==> config.mk <==
export PLATFORM = sky130hd
export DESIGN_NAME = status_aux_clock_control
export DESIGN_NICKNAME = d
export VERILOG_FILES = /design/src/shared/sac_pkg.sv /design/src/status_aux_clock_control.sv
export VERILOG_INCLUDE_DIRS = /design/src /design/src/shared
export SDC_FILE = /design/constraint.sdc
export NUM_CORES = 1
export LEC_CHECK = 0
export BUFFER_PORTS_ARGS = -buffer_cell sky130_fd_sc_hd__buf_2
export CORE_MARGIN = 4
export CORE_UTILIZATION = 45
export DETAILED_ROUTE_END_ITERATION = 10
export GPL_ROUTABILITY_DRIVEN = 0
export PLACE_DENSITY = 0.65
export SLEW_MARGIN = 20
export SYNTH_ARGS = -nofsm -noshare
export SYNTH_HDL_FRONTEND = slang
export SYNTH_SLANG_ARGS = --single-unit
==> constraint.sdc <==
create_clock -name clock -period 9.08 [get_ports clock]
set_clock_uncertainty 0.15 [all_clocks]
set_input_delay 0.908 -clock clock [delete_from_list [all_inputs] [get_ports clock]]
set_output_delay 0.908 -clock clock [all_outputs]
set_load 0.01 [all_outputs]
==> src/shared/sac_params.svh <==
// constants for the status, auxiliary control and clock control tile
// assumes a 32-bit AXI4-Lite bus with byte addresses on 8 bits
//
// Function
// - sync mode turns status register into 4-bit two-stage synchronizer on status clock
// - sync mode takes four status inputs to four sync pins, pins forced output
// - sync mode disables normal status reads and forces sticky capture off
// - sync mode leaves control alone; routed reload and gate must stay disabled
// - eight-bit auxiliary control: flushes, thresholds, interrupt gate, counter run
// - writing 1 to flush clears that FIFO; software writes 0 to resume
// - while flush is held the FIFO is a one-byte buffer without status
// - threshold 0: status means not full for input, not empty for output
// - threshold 1: status means two writable for input, two readable for output
// - interrupt gate bit gates the generated status interrupt
// - counter run starts and stops the counter only in counter output mode
// - control and mask double as count and period; no interrupt in counter mode
// - in sync mode the mask serves only as counter period
// - one reset block and four clock circuits fed by four routed inputs
// - one routed input chosen as external clock, optionally resynchronised
// - six clock sources per component; codes above them are unsupported
// - routed reset to logic blocks and counter, firmware reset per component
// - optional clock inversion; no simultaneous bus and internal count writes
// - clock enable picked from any routed input, optionally inverted
// - two-bit enable mode: off, on, positive edge, level; off after reset
// - positive edge: one clock per enable rise; level: clocks while enable high
`ifndef SAC_PARAMS_SVH
`define SAC_PARAMS_SVH

// register byte offsets
`define SAC_OFF_AUX 8'h00
`define SAC_OFF_CFG 8'h04
`define SAC_OFF_CTL 8'h08
`define SAC_OFF_MASK 8'h0C
`define SAC_OFF_STATUS 8'h10
`define SAC_OFF_FIFO 8'h14
`define SAC_OFF_FWRST 8'h18
`define SAC_CLK_REGION 4'h2

// auxiliary control bits
`define SAC_AUX_FLUSH 0
`define SAC_AUX_THR 2
`define SAC_AUX_IRQ 4
`define SAC_AUX_RUN 5

// codes and reset values
`define SAC_OUTSEL_COUNTER 2'h1
`define SAC_SRC_APP 3'h4
`define SAC_SRC_EXT 3'h5
`define SAC_FIFO_FULL 3'h4
`define SAC_FIFO_HALF 3'h2
`define SAC_FIFO_ONE 3'h1
`define SAC_ZERO8 8'h00
`define SAC_ZERO7 7'h00
`define SAC_ZERO32 32'h0000_0000
`define SAC_ALL4 4'hF
`define SAC_RESP_OKAY 2'h0
`define SAC_RESP_SLVERR 2'h2
`define SAC_SC_COMP 3

`endif

==> src/shared/sac_pkg.sv <==
// types for the status, auxiliary control and clock control tile
// assumes sac_params.svh for offsets and codes
package sac_pkg;

  typedef enum logic [1:0] {
    CLK_OFF = 2'b00,
    CLK_ON = 2'b01,
    CLK_POSEDGE = 2'b10,
    CLK_LEVEL = 2'b11
  } clk_mode_t;

  // one clock control circuit, low nine bits of its word
  typedef struct packed {
    clk_mode_t mode;
    logic enInv;
    logic [1:0] enSel;
    logic inv;
    logic [2:0] src;
  } clk_cfg_t;

  // status and control configuration word
  typedef struct packed {
    logic [7:0] spare;
    logic [1:0] gateSel;
    logic [1:0] reloadSel;
    logic [1:0] resetSel;
    logic resetEn;
    logic extSync;
    logic [1:0] extSel;
    logic [7:0] stickyMask;
    logic intGenEn;
    logic gateEn;
    logic reloadEn;
    logic [1:0] outSel;
    logic syncMode;
  } sc_cfg_t;

  // fill state of one datapath FIFO
  typedef struct packed {
    logic outputMode;
    logic [2:0] count;
  } fifo_state_t;

endpackage

==> src/status_aux_clock_control.sv <==
// status/control sub-block with auxiliary control and reset/clock control
// assumes pins are asynchronous, fabric status and FIFO state share the bus clock
`timescale 1ns/1ps
`include "sac_params.svh"

module status_aux_clock_control
  import sac_pkg::*;
(
  // clock and reset
  input wire logic clock,
  input wire logic rst_n,
  // axi4-lite slave
  input wire logic [7:0] awaddr,
  input wire logic awvalid,
  output logic awready,
  input wire logic [31:0] wdata,
  input wire logic [3:0] wstrb,
  input wire logic wvalid,
  output logic wready,
  output logic [1:0] bresp,
  output logic bvalid,
  input wire logic bready,
  input wire logic [7:0] araddr,
  input wire logic arvalid,
  output logic arready,
  output logic [31:0] rdata,
  output logic [1:0] rresp,
  output logic rvalid,
  input wire logic rready,
  // clock pins
  input wire logic [3:0] peripheralClocks,
  input wire logic appFastClock,
  input wire logic [3:0] routedControlInputs,
  // fabric side
  input wire logic [7:0] statusInputs,
  input wire fifo_state_t [1:0] fifoState,
  output logic [3:0] syncOutputPins,
  output logic [3:0] syncOutputEnable,
  output logic [7:0] controlOut,
  output logic statusIrq,
  output logic [1:0] fifoBusStatus,
  output logic [1:0] fifoFlush,
  output logic [3:0] componentClockEnable,
  output logic routedReset,
  output logic [3:0] firmwareReset
);

  // registers
  logic [7:0] auxControl;
  sc_cfg_t cfg;
  logic [7:0] control;
  logic [7:0] mask;
  logic [7:0] sticky;
  logic [3:0] syncStage1;
  logic [3:0] syncStage2;
  clk_cfg_t clkCfg [4];
  logic [8:0] pinS1;
  logic [8:0] pinS2;
  logic [8:0] pinS3;
  logic [8:0] pinF;
  logic extReg;
  logic awGot;
  logic wGot;
  logic [7:0] wAddr;
  logic [31:0] wData;
  logic [3:0] wStrb;

  // byte-lane merge of a bus write
  function automatic logic [31:0] mergeWord(input logic [31:0] old, input logic [31:0] data,
                                            input logic [3:0] strb);
    logic [31:0] res;
    res = old;
    for (int b = 0; b < 4; b++) begin
      if (strb[b]) begin
        res[b*8 +: 8] = data[b*8 +: 8];
      end
    end
    return res;
  endfunction

  // axi write channel and read handshake
  wire awTake = awvalid & awready;
  wire wTake = wvalid & wready;
  wire haveAw = awGot | awTake;
  wire haveW = wGot | wTake;
  wire doWrite = haveAw & haveW;
  wire [7:0] curWAddr = awTake ? awaddr : wAddr;
  wire [31:0] curWData = wTake ? wdata : wData;
  wire [3:0] curWStrb = wTake ? wstrb : wStrb;
  wire next_awGot = haveAw & ~doWrite;
  wire next_wGot = haveW & ~doWrite;
  wire next_bvalid = doWrite | (bvalid & ~bready);
  wire arTake = arvalid & arready;
  wire next_rvalid = arTake | (rvalid & ~rready);

  // write decode
  wire wrAux = doWrite & (curWAddr == `SAC_OFF_AUX);
  wire wrCfg = doWrite & (curWAddr == `SAC_OFF_CFG);
  wire wrCtl = doWrite & (curWAddr == `SAC_OFF_CTL);
  wire wrMask = doWrite & (curWAddr == `SAC_OFF_MASK);
  wire wrFw = doWrite & (curWAddr == `SAC_OFF_FWRST);
  wire wrClkRegion = doWrite & (curWAddr[7:4] == `SAC_CLK_REGION);
  wire wrMapped = wrAux | wrCfg | wrCtl | wrMask | wrFw | wrClkRegion |
                  (curWAddr == `SAC_OFF_STATUS) | (curWAddr == `SAC_OFF_FIFO);
  wire [31:0] auxMerged = mergeWord({24'h00_0000, auxControl}, curWData, curWStrb);
  wire [31:0] cfgMerged = mergeWord(cfg, curWData, curWStrb);
  wire [31:0] ctlMerged = mergeWord({24'h00_0000, control}, curWData, curWStrb);
  wire [31:0] maskMerged = mergeWord({24'h00_0000, mask}, curWData, curWStrb);
  wire [31:0] fwMerged = mergeWord({28'h000_0000, firmwareReset}, curWData, curWStrb);

  // filtered pins: rc[3:0], peripheral clocks, app fast clock
  wire [3:0] rcF = pinF[3:0];
  wire [3:0] gclkF = pinF[7:4];
  wire appF = pinF[8];

  // mode decode
  wire counterMode = cfg.outSel == `SAC_OUTSEL_COUNTER;
  wire scTick = componentClockEnable[`SAC_SC_COMP];
  wire counterRun = auxControl[`SAC_AUX_RUN];
  wire gateActive = cfg.gateEn & ~cfg.syncMode;
  wire gateOk = ~gateActive | rcF[cfg.gateSel];
  wire reloadActive = cfg.reloadEn & ~cfg.syncMode & rcF[cfg.reloadSel] & gateOk;
  wire counting = counterMode & counterRun & gateOk;
  wire [6:0] count = control[6:0];
  wire terminal = count == `SAC_ZERO7;
  wire countWriteOk = ~(counterMode & counterRun);

  // status view and interrupt
  wire [7:0] statusView = (sticky & cfg.stickyMask) | (statusInputs & ~cfg.stickyMask);
  wire intRaw = |(mask[6:0] & statusView[6:0]);
  wire next_irq = intRaw & cfg.intGenEn & auxControl[`SAC_AUX_IRQ] & ~counterMode & ~cfg.syncMode;
  // sticky off in sync, set wins
  wire clearRead = arTake & (araddr == `SAC_OFF_STATUS);
  wire [7:0] stickySet = (scTick ? statusInputs & cfg.stickyMask : `SAC_ZERO8);
  wire [7:0] next_sticky = cfg.syncMode ? `SAC_ZERO8 : stickySet | (sticky & ~{8{clearRead}});
  wire [7:0] statusRead = cfg.syncMode ? {4'h0, syncStage2} :
                          {cfg.intGenEn ? statusIrq : statusView[7], statusView[6:0]};

  logic [1:0] next_fifoStatus;
  for (genvar f = 0; f < 2; f++) begin : g_fifo
    wire thr = auxControl[`SAC_AUX_THR + f];
    wire fl = auxControl[`SAC_AUX_FLUSH + f];
    wire [2:0] cnt = fifoState[f].count;
    wire inOk = thr ? (cnt <= `SAC_FIFO_HALF) : (cnt < `SAC_FIFO_FULL);
    wire outOk = thr ? (cnt >= `SAC_FIFO_HALF) : (cnt >= `SAC_FIFO_ONE);
    assign next_fifoStatus[f] = ~fl & (fifoState[f].outputMode ? outOk : inOk);
  end

  wire extRaw = rcF[cfg.extSel];
  wire extClk = cfg.extSync ? extReg : extRaw;
  wire [7:0] srcVec = {2'b00, extClk, appF, gclkF};

  logic [3:0] next_clkEn;
  logic [3:0] prevSrc;
  logic [3:0] prevEn;
  logic [3:0] pend;
  logic [3:0] curSrc;
  logic [3:0] curEn;
  logic [3:0] next_pend;
  for (genvar c = 0; c < 4; c++) begin : g_clk
    assign curSrc[c] = srcVec[clkCfg[c].src];
    wire edgeHit = clkCfg[c].inv ? (prevSrc[c] & ~curSrc[c]) : (~prevSrc[c] & curSrc[c]);
    assign curEn[c] = rcF[clkCfg[c].enSel] ^ clkCfg[c].enInv;
    wire armed = pend[c] | (curEn[c] & ~prevEn[c]);
    wire isPos = clkCfg[c].mode == CLK_POSEDGE;
    assign next_clkEn[c] = edgeHit & ((clkCfg[c].mode == CLK_ON) |
                                      ((clkCfg[c].mode == CLK_LEVEL) & curEn[c]) | (isPos & armed));
    assign next_pend[c] = isPos & armed & ~edgeHit;
  end

  // read mux
  wire [31:0] clkWord = {23'h00_0000, clkCfg[araddr[3:2]]};
  wire rdClk = araddr[7:4] == `SAC_CLK_REGION;
  wire rdHit = rdClk | (araddr == `SAC_OFF_AUX) | (araddr == `SAC_OFF_CFG) | (araddr == `SAC_OFF_CTL) |
               (araddr == `SAC_OFF_MASK) | (araddr == `SAC_OFF_STATUS) | (araddr == `SAC_OFF_FIFO) |
               (araddr == `SAC_OFF_FWRST);
  wire [31:0] readMux =
    rdClk ? clkWord :
    (araddr == `SAC_OFF_AUX) ? {24'h00_0000, auxControl} :
    (araddr == `SAC_OFF_CFG) ? cfg :
    (araddr == `SAC_OFF_CTL) ? {24'h00_0000, control} :
    (araddr == `SAC_OFF_MASK) ? {24'h00_0000, mask} :
    (araddr == `SAC_OFF_STATUS) ? {24'h00_0000, statusRead} :
    (araddr == `SAC_OFF_FIFO) ? {30'h0000_0000, fifoBusStatus} :
    (araddr == `SAC_OFF_FWRST) ? {28'h000_0000, firmwareReset} : `SAC_ZERO32;

  // bus handshake registers
  always_ff @(posedge clock) begin
    if (!rst_n) begin
      awGot <= 1'b0;
      wGot <= 1'b0;
      awready <= 1'b0;
      wready <= 1'b0;
      bvalid <= 1'b0;
      bresp <= `SAC_RESP_OKAY;
      arready <= 1'b0;
      rvalid <= 1'b0;
      rresp <= `SAC_RESP_OKAY;
      rdata <= `SAC_ZERO32;
      wAddr <= `SAC_ZERO8;
      wData <= `SAC_ZERO32;
      wStrb <= 4'h0;
    end else begin
      awGot <= next_awGot;
      wGot <= next_wGot;
      awready <= ~next_awGot & ~next_bvalid;
      wready <= ~next_wGot & ~next_bvalid;
      bvalid <= next_bvalid;
      arready <= ~next_rvalid;
      rvalid <= next_rvalid;
      if (awTake) begin
        wAddr <= awaddr;
      end
      if (wTake) begin
        wData <= wdata;
        wStrb <= wstrb;
      end
      if (doWrite) begin
        bresp <= wrMapped ? `SAC_RESP_OKAY : `SAC_RESP_SLVERR;
      end
      if (arTake) begin
        rdata <= readMux;
        rresp <= rdHit ? `SAC_RESP_OKAY : `SAC_RESP_SLVERR;
      end
    end
  end

  always_ff @(posedge clock) begin
    if (!rst_n) begin
      auxControl <= `SAC_ZERO8;
      cfg <= `SAC_ZERO32;
      mask <= `SAC_ZERO8;
      firmwareReset <= 4'h0;
    end else begin
      if (wrAux) begin
        auxControl <= {2'b00, auxMerged[5:0]};
      end
      if (wrCfg) begin
        cfg <= cfgMerged;
      end
      if (wrMask) begin
        mask <= maskMerged[7:0];
      end
      if (wrFw) begin
        firmwareReset <= fwMerged[3:0];
      end
    end
  end

  for (genvar c = 0; c < 4; c++) begin : g_clkreg
    wire wrThis = wrClkRegion & (curWAddr[3:2] == 2'(c));
    wire [31:0] merged = mergeWord({23'h00_0000, clkCfg[c]}, curWData, curWStrb);
    always_ff @(posedge clock) begin
      if (!rst_n) begin
        clkCfg[c] <= '0;
      end else if (wrThis) begin
        clkCfg[c] <= merged[8:0];
      end
    end
  end

  // control doubles as count, mask as period
  always_ff @(posedge clock) begin
    if (!rst_n) begin
      control <= `SAC_ZERO8;
    end else if (counterMode & routedReset) begin
      control <= `SAC_ZERO8;
    end else if (wrCtl & countWriteOk) begin
      control <= ctlMerged[7:0];
    end else if (scTick & counting) begin
      control <= {1'b0, (reloadActive | terminal) ? mask[6:0] : count - 7'h01};
    end
  end

  // pin synchronisers and clock circuits
  always_ff @(posedge clock) begin
    if (!rst_n) begin
      pinS1 <= '0;
      pinS2 <= '0;
      pinS3 <= '0;
      pinF <= '0;
      extReg <= 1'b0;
      prevSrc <= 4'h0;
      prevEn <= 4'h0;
      pend <= 4'h0;
      componentClockEnable <= 4'h0;
    end else begin
      pinS1 <= {appFastClock, peripheralClocks, routedControlInputs};
      pinS2 <= pinS1;
      pinS3 <= pinS2;
      pinF <= (pinS2 == pinS3) ? pinS3 : pinF;
      extReg <= extRaw;
      prevSrc <= curSrc;
      prevEn <= curEn;
      pend <= next_pend;
      componentClockEnable <= next_clkEn;
    end
  end

  // status, sync and fabric outputs
  always_ff @(posedge clock) begin
    if (!rst_n) begin
      sticky <= `SAC_ZERO8;
      syncStage1 <= 4'h0;
      syncStage2 <= 4'h0;
      syncOutputPins <= 4'h0;
      syncOutputEnable <= 4'h0;
      controlOut <= `SAC_ZERO8;
      statusIrq <= 1'b0;
      fifoBusStatus <= 2'b00;
      fifoFlush <= 2'b00;
      routedReset <= 1'b0;
    end else begin
      sticky <= next_sticky;
      if (cfg.syncMode & scTick) begin
        syncStage1 <= statusInputs[3:0];
        syncStage2 <= syncStage1;
      end
      syncOutputPins <= cfg.syncMode ? syncStage2 : 4'h0;
      syncOutputEnable <= cfg.syncMode ? `SAC_ALL4 : 4'h0;
      controlOut <= counterMode ? {terminal, count} : control;
      statusIrq <= next_irq;
      fifoBusStatus <= next_fifoStatus;
      fifoFlush <= auxControl[`SAC_AUX_FLUSH +: 2];
      // routed reset from a routed input
      routedReset <= cfg.resetEn & rcF[cfg.resetSel];
    end
  end

  // checks
  a_sync_pin_drive: assert property (@(posedge clock) disable iff (!rst_n)
    cfg.syncMode ##1 cfg.syncMode |-> syncOutputEnable == `SAC_ALL4 && syncOutputPins == $past(syncStage2))
    else $error("sync pins not driven from synchronizer");
  a_sticky_forced_off: assert property (@(posedge clock) disable iff (!rst_n)
    $past(cfg.syncMode) |-> sticky == `SAC_ZERO8)
    else $error("sticky capture active in sync mode");
  a_irq_gate_off: assert property (@(posedge clock) disable iff (!rst_n)
    !auxControl[`SAC_AUX_IRQ] |=> !statusIrq)
    else $error("interrupt escaped closed gate");
  a_irq_counter_mode: assert property (@(posedge clock) disable iff (!rst_n)
    (counterMode || cfg.syncMode) |=> !statusIrq)
    else $error("interrupt in counter or sync mode");
  a_flush_no_status: assert property (@(posedge clock) disable iff (!rst_n)
    auxControl[`SAC_AUX_FLUSH] |=> !fifoBusStatus[0])
    else $error("flushed fifo shows status");
  a_fifo_low_thr: assert property (@(posedge clock) disable iff (!rst_n)
    !auxControl[`SAC_AUX_FLUSH] && !auxControl[`SAC_AUX_THR] && !fifoState[0].outputMode &&
    fifoState[0].count == `SAC_FIFO_FULL |=> !fifoBusStatus[0])
    else $error("full input fifo reports room");
  a_fifo_half_thr: assert property (@(posedge clock) disable iff (!rst_n)
    !auxControl[`SAC_AUX_FLUSH] && auxControl[`SAC_AUX_THR] && fifoState[0].outputMode &&
    fifoState[0].count == `SAC_FIFO_ONE |=> !fifoBusStatus[0])
    else $error("one byte reported as half full");
  a_count_stopped: assert property (@(posedge clock) disable iff (!rst_n)
    counterMode && !counterRun && !wrCtl && !routedReset |=> $stable(control[6:0]))
    else $error("counter moved while stopped");
  a_count_reload: assert property (@(posedge clock) disable iff (!rst_n)
    scTick && counting && terminal && !routedReset && !wrCtl |=> control[6:0] == $past(mask[6:0]))
    else $error("no reload at terminal count");
  a_clk_mode_off: assert property (@(posedge clock) disable iff (!rst_n)
    clkCfg[`SAC_SC_COMP].mode == CLK_OFF |=> !componentClockEnable[`SAC_SC_COMP])
    else $error("clock ran in off mode");
  a_write_answer: assert property (@(posedge clock) disable iff (!rst_n)
    doWrite |=> bvalid ##0 !awready [*1])
    else $error("write not answered next cycle");
  c_sync_tick: cover property (@(posedge clock) disable iff (!rst_n) cfg.syncMode && scTick);
  c_count_reload: cover property (@(posedge clock) disable iff (!rst_n) scTick && counting && terminal);
  c_posedge_tick: cover property (@(posedge clock) disable iff (!rst_n)
    clkCfg[0].mode == CLK_POSEDGE && componentClockEnable[0]);
  c_status_clear: cover property (@(posedge clock) disable iff (!rst_n) clearRead && |sticky);

endmodule // status_aux_clock_control

# Word level (Yosys, flattened, before mapping)
# Memory sizes are Yosys's and may differ from the RTL's.
# Index checks and enable logic that the tools add are counted.
[classes] order_cmp=20 bitwise=145 n_shift=0 n_reduce_logical=17 mux=82 multipliers=0 div_mod_pow=0 n_addsub=1 eq_ne=32
[ops] cell="$mux 32" count=4
[ops] cell="$mux 8" count=14
[ops] cell="$and 1x1->1" count=66
[ops] cell="$eq 8x5->1 const B" count=6
[ops] cell="$mux 1" count=41
[ops] cell="$mux 9" count=4
[ops] cell="$or 1x1->1" count=36
[ops] cell="$and 8x8->8" count=4
[ops] cell="$eq 8x4->1 const B" count=4
[ops] cell="$not 1->1" count=30
[ops] cell="$lt 2x3->1 const B" count=8
[ops] cell="$eq 2x2->1 const B" count=10
[ops] cell="$reduce_and 2->1" count=9
[ops] cell="$bmux 1 s2" count=8
[ops] cell="$eq 8x3->1 const B" count=2
[ops] cell="$logic_not 8->1" count=2
[ops] cell="$lt 3x4->1 const B" count=4
[ops] cell="$mux 4" count=4
[ops] cell="$not 8->8" count=2
[ops] cell="$or 8x8->8" count=2
[ops] cell="$bmux 1 s3" count=4
[ops] cell="$eq 2x1->1 const B" count=6
[ops] cell="$eq 9x9->1" count=1
[ops] cell="$eq 4x2->1 const B" count=2
[ops] cell="other kinds (15)" count=24
[totals] reg_bits=236 ram_bits=36 rom_bits=0 memories=1 inputBits=84 output_inout_bits=71 latchBits=0 elab_cells=348
[mem_list] memory="clkCfg" words=4 width=9 read_ports=5 rd_clocked_by_memory_dff=0 wr=4 line="status_aux_clock_control.sv:56" rtl="clk_cfg_t clkCfg [4];"

# Logic depth before layout (Yosys ltp)
# Gate-level depths: netlist of run 1.
[depth] depth_word=12 mapped_depth=9

# Worst setup path before layout of run 1
# Ideal clock, no wire load.
[synth_timing] kind="input port to flip-flop" from="input port awvalid" to="memory clkCfg[2][0] (netlist name) (enable)" setup_slack_ps=5551 required_ps=8546 t_arrival_ps=2995 path_stages=7 cell_sequence="buf_6 a211o_1 a211oi_4 nor4b_4 nand2_1 clkbuf_1 o21ai_0"
[synth_rtl] element="from (decl)" line="status_aux_clock_control.sv:14" rtl="input wire logic awvalid,"
[synth_rtl] element="to (decl)" line="status_aux_clock_control.sv:56"

==> flow_metrics.tcl, run 1 <==
set metrics [dict create \
    numCtsBuffers 29 \
    synth_top_family_by_area "simple AND/OR/NAND/NOR gates" \
    cap_violations 0 \
    postCtsResizedCells 0 \
    period_share 0.388 \
    worstPathArrival_ns 3.55 \
    criticalPathCategory "in -> reg" \
    rsz0062_at_grt "false" \
    fin_hold_ws_ns 0.285 \
    ys_top_cells_by_area "dfxtp_1, edfxtp_1, nor2_1, mux2i_1, mux4_2" \
    min_path_type "reg -> reg" \
    drtAntennaViolNets 0 \
    cp-start-kind "primary input" \
    endpoint_kind "flop" \
    portBuffers 152 \
    synth-seq-cells 267 \
    netlist.top_cell.by_area "dfxtp_1" \
    r2r_cells 4 \
    wl_um 30200 \
    wl_per_cell_um 18.9 \
    outcome "finished clean" \
    hold_depth 1 \
    worst_ep_required_time_ns 9.10 \
    via_per_inst 5.54 \
    post-place-ws_ns 5.02 \
    boundaryPins 155 \
    synthArstFlopShare 0 \
    drive_above_1_share 0.207 \
    period_minus_slack_ns 3.52 \
    slew_headroom 0.310 \
    power.leakage_uw 0.00518 \
    overflow 0 \
    ys_seq_area_frac 0.514 \
    clk_pin_slew_worst_paths_ns 0.06 \
    cp_max_fo 11 \
    synthSimpleGateAreaFrac 0.184 \
    syn_to_final_growth_pct 17.5 \
    grt_max_degree 80 \
    cts_num_sinks 267 \
    fmax_mhz 284 \
    dieArea_um2 27200 \
    syn_area_per_cell_um2 9.92 \
    clkLatencyLatePin_ns 0.55 \
    ir_drop_mv 0.122 \
    ctsLongestPathBuffers 3 \
    postCtsSetupBuffers 0 \
    finalHoldViolations 0 \
    setup_viol 0 \
    worst_slew_pin_slew_ns 1.02 \
    grt_pass1_wl_um 46300 \
    synth_adder_area_share 0.00225 \
    grt_usage 0.216 \
    setup_ws_ns 5.56 \
    synth.area.mux_share 0.114 \
    dieWidth_um 165 \
    hold_buffers 0 \
    synthXorXnorAreaFrac 0.0142 \
    synth_warnings 0 \
    drv_slew 0 \
    cts_tree "done" \
    floorplan.initialDensity 0.456 \
    tns_ns 0 \
    powerDensity_nw_per_um2 198 \
    num_vias 8863 \
    cts-htree-levels 1 \
    fp.coreArea_um2 24300 \
    die_y_um 165 \
    drcViolationCount 0 \
    synth_compound_area_frac 0.135 \
    ys.flop_type "dfxtp_1" \
    netlist_area_um2 11100 \
    fin_util 0.536 \
    synth.distinct_cells 75 \
    synthCells 1119 \
    grt_pass1_vias 8285 \
    num_rows 57 \
    layout_common_cells "dfxtp_1, nor2_1, buf_2" \
    place_hpwl_um 21700 \
    cts_root_buf "clkbuf_16" \
    drt_iter0_drc 838 \
    first_pass_iters 8 \
    antenna_found_initial 0 \
    synth_top_area_frac 0.417 \
    mostFrequentLayoutCell "dfxtp_1" \
    final_nets 1340 \
    synth_edf_count 36 \
    antennaDiodeCount 0 \
]
path summary, 6_finish.rpt:
kind                                          start                          to  slack [ns]
worst max register to register   awready$_SDFF_PN0_  clkCfg[0][0]$_SDFFCE_PN0P_        5.60
worst min register to register  pinS1[6]$_SDFF_PN0_         pinS2[6]$_SDFF_PN0_        0.28
worst max-delay path                        awvalid  clkCfg[0][0]$_SDFFCE_PN0P_        5.56
worst min-delay path            pinS1[6]$_SDFF_PN0_         pinS2[6]$_SDFF_PN0_        0.28
sequential cells by signal (all words and copies together), names as in the netlist, 4 cells and up:
signal	count
auxControl	6
cfg	32
clkCfg	36
componentClockEnable	4
control	8
controlOut	8
firmwareReset	4
mask	8
pend	4
pinF	9
pinS1	9
pinS2	9
pinS3	9
prevEn	4
prevSrc	4
rdata	32
sticky	8
syncOutputPins	4
syncStage1	4
syncStage2	4
wAddr	8
wData	32
wStrb	4
cell usage after synthesis (all sizes together), types with 3 or more instances:
cell type / count
nand3b: 6
xnor2: 9
o21ai: 39
a211oi: 54
dfxtp: 231
a211o: 3
edfxtp: 36
nand4: 4
clkbuf: 41
mux4: 19
a21oi: 42
xor2: 9
nor4: 5
nor2b: 9
nand2: 67
a31oi: 12
inv: 18
a32oi: 8
buf: 24
nor3: 14
mux2i: 75
mux2: 8
nand2b: 6
a22oi: 30
and2: 50
o2111ai: 4
nor3b: 4
nor2: 213
nand3: 20
o22ai: 12
and3: 11
routing by layer:
metal | global-route usage | wire (um)
met1 | 0.301 | 13200
met2 | 0.345 | 13900
met3 | 0.0360 | 2240
met4 | 0.0639 | 818
met5 | 0 | 0
logic make-up after synthesis:
kind of cell / Yosys count
other: 1
buffers and inverters: 85
AND/OR/NAND/NOR: 423
adder cells (fa/ha/maj): 2
AO/OA/AOI/OAI: 221
flip-flops: 267
multiplexers: 102
XOR/XNOR: 18
power by group:
| group | internal [uW] | switching (uW) | leakage (uW) |
|---|---|---|---|
| registers | 1220 | 19.7 | 0.00224 |
| clock network | 688 | 470 | 0.000483 |
| logic | 68.1 | 113 | 0.00246 |
| total | 1980 | 602 | 0.00518 |
critical path, stage by stage:
cell	delay [ns]
buf_2	0.16
a211o_1	0.34
a211oi_4	0.44
nor4b_4	0.37
nand3_1	0.38
o21ai_0	0.94
cell type report:
| class | count | area (um^2) |
|---|---|---|
| flip-flops and latches | 267 | 5710 |
| inverters | 20 | 77.6 |
| well taps | 324 | 405 |
| multi-input cells | 768 | 5010 |
| clock inverters | 8 | 62.6 |
| fillers | 2213 | 11300 |
| clock buffers | 44 | 905 |
| repair buffers | 168 | 881 |
through the flow:
step | power [uW] | cells | cell area [um^2]
global placement | 1450 | 1547 | 12100
CTS | 2610 | 1599 | 13000
floorplan | 1380 | 1120 | 11100
finish | 2580 | 1599 | 13000
global route | 2670 | 1599 | 13000
detailed placement | 1450 | 1547 | 12100
Note: power is estimated with default switching activity, not from simulation.
==> inputs of run 2 (changes only) <==
==> constraint.sdc (replaced) <==
create_clock -name clock -period 3.6 [get_ports clock]
set_clock_uncertainty 0.15 [all_clocks]
set_input_delay 0.36 -clock clock [delete_from_list [all_inputs] [get_ports clock]]
set_output_delay 0.36 -clock clock [all_outputs]
set_load 0.01 [all_outputs]
==> run 2 against run 1 <==
Die area unchanged. Critical endpoint is now clkCfg[0][3]$_SDFFCE_PN0P_. Worst setup slack got worse by 4.9 ns. Cell count grew 4.1%. Largest cell class unchanged. First-iteration DRC count is 6.0% higher. Critical path type is now reg -> reg.
==> flow_metrics.tcl, run 2 (synthesis gave the netlist of run 1 again) <==
set metrics [dict create \
    largest_reg_flops 36 \
    clockPowerShare 0.450 \
    num_rows 57 \
    cp_cell_sequence "and2_1 > mux2i_1 > nand3_1 > o21ai_0 > buf_4" \
    endpoint_kind "flop" \
    place_hpwl_um 21700 \
    worstPathArrival_ns 3.08 \
    fp.coreArea_um2 24300 \
    period_minus_slack_ns 2.99 \
    power_frac_comb 0.077 \
    slowest_delay_ns 0.64 \
    seq_power_share 0.473 \
    regToRegSetupSlack_ns 0.61 \
    cts_tree "done" \
    die_y_um 165 \
    setup_ws_ns 0.613 \
    portBuffers 152 \
    wl_per_cell_um 18.7 \
    cts_num_sinks 267 \
    worst_ep_required_time_ns 3.70 \
    wl_um 31100 \
    cts_root_buf "clkbuf_16" \
    antenna_found_initial 1 \
    power.share.switching 0.230 \
    layout_common_cells "dfxtp_1, nor2_1, buf_2" \
    drv_slew 0 \
    dieArea_um2 27200 \
    power.leakage_uw 0.00546 \
    mostFrequentLayoutCell "dfxtp_1" \
    slew_headroom 0.492 \
    cp_max_fo 12 \
    fmax_mhz 335 \
    p_int_uw 5110 \
    totalPowerFinal_uw 6630 \
    grt_pass1_vias 8594 \
    top_register "clkCfg" \
    worst-path-buf-inv 1 \
    grt_max_degree 160 \
    cts-htree-levels 1 \
    min_path_type "in -> reg" \
    ir_drop_mv 0.285 \
    cp-start-kind "flop" \
    rsz0062_at_grt "false" \
    ctsLongestPathBuffers 3 \
    setup_viol 0 \
    drcViolationCount 0 \
    drtAntennaViolNets 0 \
    path_depth 5 \
    floorplan.initialDensity 0.456 \
    numCtsBuffers 28 \
    hold_depth 3 \
    period_share 0.830 \
    dieWidth_um 165 \
    overflow 0 \
    num_vias 9162 \
    cap_violations 0 \
    worst_path_max_delay_cell "mux2i_1" \
    worst_slew_pin_slew_ns 0.741 \
    drive_above_1_share 0.204 \
    post-place-ws_ns 0.668 \
    clk_pin_slew_worst_paths_ns 0.06 \
    clkLatencyLatePin_ns 0.55 \
    via_per_inst 5.50 \
    boundaryPins 155 \
    cp_top_family "simple AND/OR/NAND/NOR gates" \
    finalHoldViolations 0 \
    postCtsResizedCells 0 \
    r2r_cells 5 \
    syn_to_final_growth_pct 23.1 \
    outcome "finished clean" \
    grt_usage 0.223 \
    drt_iter0_drc 888 \
    powerDensity_nw_per_um2 485 \
    tns_ns 0 \
    p_sw_uw 1520 \
    grt_pass1_wl_um 47800 \
    final_nets 1402 \
    postCtsSetupBuffers 0 \
    first_pass_iters 5 \
    criticalPathCategory "reg -> reg" \
    hold_buffers 52 \
]
run 2: area by class of cell:
type                            instances  area [um^2]
Tap cell                              324          405
Fill cell                            2129        10700
Clock inverter                         11          145
Antenna cell                            3         7.51
Timing Repair Buffer                  231         1500
Inverter                               20         77.6
Multi-Input combinational cell        768         5010
Sequential cell                       267         5710
Clock buffer                           41          823
run 2: worst paths after layout:
path,to,from
setup / recovery,clkCfg[0][3]$_SDFFCE_PN0P_,awready$_SDFF_PN0_
hold / removal,wready$_SDFF_PN0_,bready
setup reg to reg,clkCfg[0][3]$_SDFFCE_PN0P_,awready$_SDFF_PN0_
hold reg to reg,pinS2[1]$_SDFF_PN0_,pinS1[1]$_SDFF_PN0_
run 2: per-stage QoR:
stage / util / hold WS [ns] / instance area, um^2 / std cells
finish: 0.562 / 0.00817 / 13700 / 1665
global route: 0.562 / 0.0242 / 13700 / 1663
CTS: 0.562 / 0.00434 / 13700 / 1662
detailed placement: 0.501 / 0.271 / 12200 / 1558
global placement: 0.501 / 0.272 / 12200 / 1558
floorplan: - / 0.262 / 11100 / 1120
run 2: metal layers:
layer	part of all wire	track usage	vias up
met4	0.033	0.0764	0
li1	-	-	4381
met5	0	0	-
met3	0.076	0.0382	67
met1	0.42	0.307	4340
met2	0.47	0.357	374
run 2: power groups by stage:
stage | Clock [uW] | Combinational (uW) | Sequential [uW]
after floorplan | 0 | 288 | 3190
after global placement | 0 | 458 | 3200
after detailed placement | 0 | 463 | 3200
after CTS | 3030 | 509 | 3130
after global routing | 3150 | 554 | 3140
final | 2980 | 513 | 3140
run 2: worst register-to-register path, stage by stage, from the launching register on:
cell and delay (ns):
dfxtp_1 0.53, and2_1 0.40, mux2i_1 0.64, nand3_1 0.50
o21ai_0 0.28, buf_4 0.20
==> inputs of run 3 (changes only) <==
--- a/config.mk
+++ b/config.mk
@@ -6,12 +6,13 @@
 export SDC_FILE = /design/constraint.sdc
 export NUM_CORES = 1
 export LEC_CHECK = 0
+export ABC_AREA = 1
 export BUFFER_PORTS_ARGS = -buffer_cell sky130_fd_sc_hd__buf_2
 export CORE_MARGIN = 4
 export CORE_UTILIZATION = 45
 export DETAILED_ROUTE_END_ITERATION = 10
 export GPL_ROUTABILITY_DRIVEN = 0
-export PLACE_DENSITY = 0.65
+export PLACE_DENSITY = 0.67
 export SLEW_MARGIN = 20
 export SYNTH_ARGS = -nofsm -noshare
 export SYNTH_HDL_FRONTEND = slang
==> constraint.sdc (replaced) <==
create_clock -name clock -period 2.7 [get_ports clock]
set_clock_uncertainty 0.15 [all_clocks]
set_input_delay 0.27 -clock clock [delete_from_list [all_inputs] [get_ports clock]]
set_output_delay 0.27 -clock clock [all_outputs]
set_load 0.01 [all_outputs]
==> run 3 against run 2 <==
Synthesized cell count increased by 44%. Hold slack improved by 0.019 ns. Clock-buffer cell count is 3 lower. Routed wire length increased by 6.7%. Maximum frequency grew 23%. Cell count rose by 31%. Critical path depth increased by 2. Worst setup slack lost 0.33 ns. Largest cell class unchanged.
==> flow_metrics.tcl, run 3 <==
set metrics [dict create \
    outcome "finished clean" \
    antennaDiodeCount 0 \
    criticalPathCategory "reg -> reg" \
    slew_headroom 0.424 \
    totalPowerFinal_uw 9340 \
    synthCells 1613 \
    postCtsResizedCells 0 \
    drive_above_1_share 0.141 \
    grt_pass1_wl_um 52800 \
    clkLatencyLatePin_ns 0.55 \
    mostFrequentLayoutCell "nand2_1" \
    portBuffers 152 \
    boundaryPins 155 \
    ctsLongestPathBuffers 3 \
    drv_slew 0 \
    drcViolationCount 0 \
    synth_common_cells "nand2_1, inv_1, dfxtp_1" \
    cp-start-kind "flop" \
    overflow 0 \
    worst_ep_required_time_ns 2.96 \
    final_nets 1913 \
    finalHoldViolations 0 \
    worstPathArrival_ns 2.68 \
    num_rows 58 \
    largest_reg_flops 36 \
    grt_max_degree 122 \
    floorplan.initialDensity 0.462 \
    yosysMostFrequentCell "nand2_1" \
    hold_buffers 59 \
    min_path_type "in -> reg" \
    dieArea_um2 28700 \
    worst_slew_pin_slew_ns 0.858 \
    layout_common_cells "nand2_1, inv_1, dfxtp_1" \
    ir_drop_mv 0.460 \
    power.leakage_uw 0.00697 \
    powerDensity_nw_per_um2 645 \
    cts_num_sinks 267 \
    synthArstFlopShare 0 \
    rsz0062_at_grt "false" \
    crit_end "cfg[6]$_SDFFE_PN0P_" \
    cp_max_fo 13 \
    top_register "clkCfg" \
    drt_iter0_drc 913 \
    cts_root_buf "clkbuf_16" \
    wl_per_cell_um 15.2 \
    ys_top_cells_by_area "dfxtp_1, nand2_1, edfxtp_1, inv_1, nor2_1" \
    cap_violations 0 \
    syn_area_per_cell_um2 7.27 \
    syn_to_final_growth_pct 23.5 \
    netlist_area_um2 11700 \
    fmax_mhz 413 \
    dieWidth_um 169 \
    r2r-end "cfg[6]$_SDFFE_PN0P_" \
    synth-seq-cells 267 \
    place_hpwl_um 23900 \
    setup_viol 0 \
    fillerInstances 2401 \
    multi_input_area_um2 4860 \
    synth_warnings 0 \
    tns_ns 0 \
    fp.coreArea_um2 25400 \
    synth_edf_count 36 \
    postCtsSetupBuffers 0 \
    via_per_inst 5.03 \
    ys.flop_type "dfxtp_1" \
    synth_top_area_frac 0.394 \
    grt_pass1_vias 10138 \
    r2r_start "awready$_SDFF_PN0_" \
    num_vias 10958 \
    grt_usage 0.226 \
    cts_tree "done" \
    antenna_found_initial 0 \
    fin_hold_ws_ns 0.0274 \
    seq_area_um2 5710 \
    numCtsBuffers 28 \
    netlist.top_cell.by_area "dfxtp_1" \
    synth.distinct_cells 47 \
    cts-htree-levels 1 \
    wl_um 33200 \
    drtAntennaViolNets 0 \
    clk_pin_slew_worst_paths_ns 0.06 \
    startpoint "awready$_SDFF_PN0_" \
    ys_seq_area_frac 0.486 \
    period_share 0.896 \
    die_y_um 169 \
    r2r_cells 7 \
    endpoint_kind "flop" \
    period_minus_slack_ns 2.42 \
    regToRegSetupSlack_ns 0.28 \
    first_pass_iters 6 \
]
## run 3: cell count changes in the layout (fill, tap and decap cells not counted), moves of 27 or more
cell,before,now
mux2i_1,75,20
a211oi_1,51,10
a21oi_1,41,111
o21ai_0,38,90
nand3_1,19,101
a22oi_1,29,2
and2_1,50,4
inv_1,18,233
nand2_1,65,377
## run 3: final cells by class
class                   instances  share of cell area
clock buffers                  38              0.0582
clock inverters                14              0.0130
inverters                     239              0.0620
multi-input cells            1051               0.335
flip-flops and latches        267               0.394
well taps                     330              0.0285
repair buffers                240               0.109
## run 3: cell families (layout without fill, tap and decap cells)
kind of cell	count (synthesis)	after routing	synth area share
other	1	2	0.000320
adder cells (fa/ha/maj)	2	2	0.00213
buffers and inverters	296	531	0.0996
AND/OR/NAND/NOR	760	760	0.269
multiplexers	20	20	0.0171
XOR/XNOR	12	12	0.00896
AO/OA/AOI/OAI	255	255	0.117
flip-flops	267	267	0.486
## run 3: metrics by stage
step / instance area (um^2) / instances / utilization / setup WS (ns)
after floorplan: 11700 / 1614 / - / 0.0882
after global placement: 12900 / 2068 / 0.507 / 0.389
after detailed placement: 12900 / 2068 / 0.507 / 0.337
after CTS: 14500 / 2179 / 0.571 / 0.303
after global routing: 14500 / 2179 / 0.571 / 0.00449
final: 14500 / 2179 / 0.571 / 0.281
## run 3: critical path, cell delays in order, from the launching register on
cell,delay [ns]
dfxtp_1,0.58
nand3_1,0.25
nand2_4,0.18
nand2_1,0.08
nor2_2,0.17
nand3_1,0.44
o21ai_0,0.36
a21oi_1,0.06
## run 3: where the power goes
part	internal, uW	total [uW]	switching [uW]
Sequential	4150	4240	91.1
Clock	2580	4200	1620
Combinational	336	903	567
Total	7060	9340	2280
## run 3: worst min path at each step
stage | from | cells after the start | slack (ns) | endpoint
after floorplan | fifoState[3] | 1 | 0.21 | fifoBusStatus[0]$_SDFF_PN0_
after global placement | pinS1[5]$_SDFF_PN0_ | 2 | 0.24 | pinS2[5]$_SDFF_PN0_
after detailed placement | pinS1[4]$_SDFF_PN0_ | 2 | 0.25 | pinS2[4]$_SDFF_PN0_
after CTS | wdata[5] | 4 | 0.01 | wData[5]$_SDFF_PN0_
after global routing | wdata[5] | 4 | 0.06 | wData[5]$_SDFF_PN0_
final | wdata[5] | 4 | 0.03 | wData[5]$_SDFF_PN0_
## run 3: per-layer routing
metal | vias to the layer above | routed length (um) | global-route usage
li1 | 5507 | - | -
met1 | 4960 | 14900 | 0.317
met2 | 422 | 14700 | 0.355
met3 | 69 | 2660 | 0.0422
met4 | 0 | 969 | 0.0704
met5 | - | 0 | 0
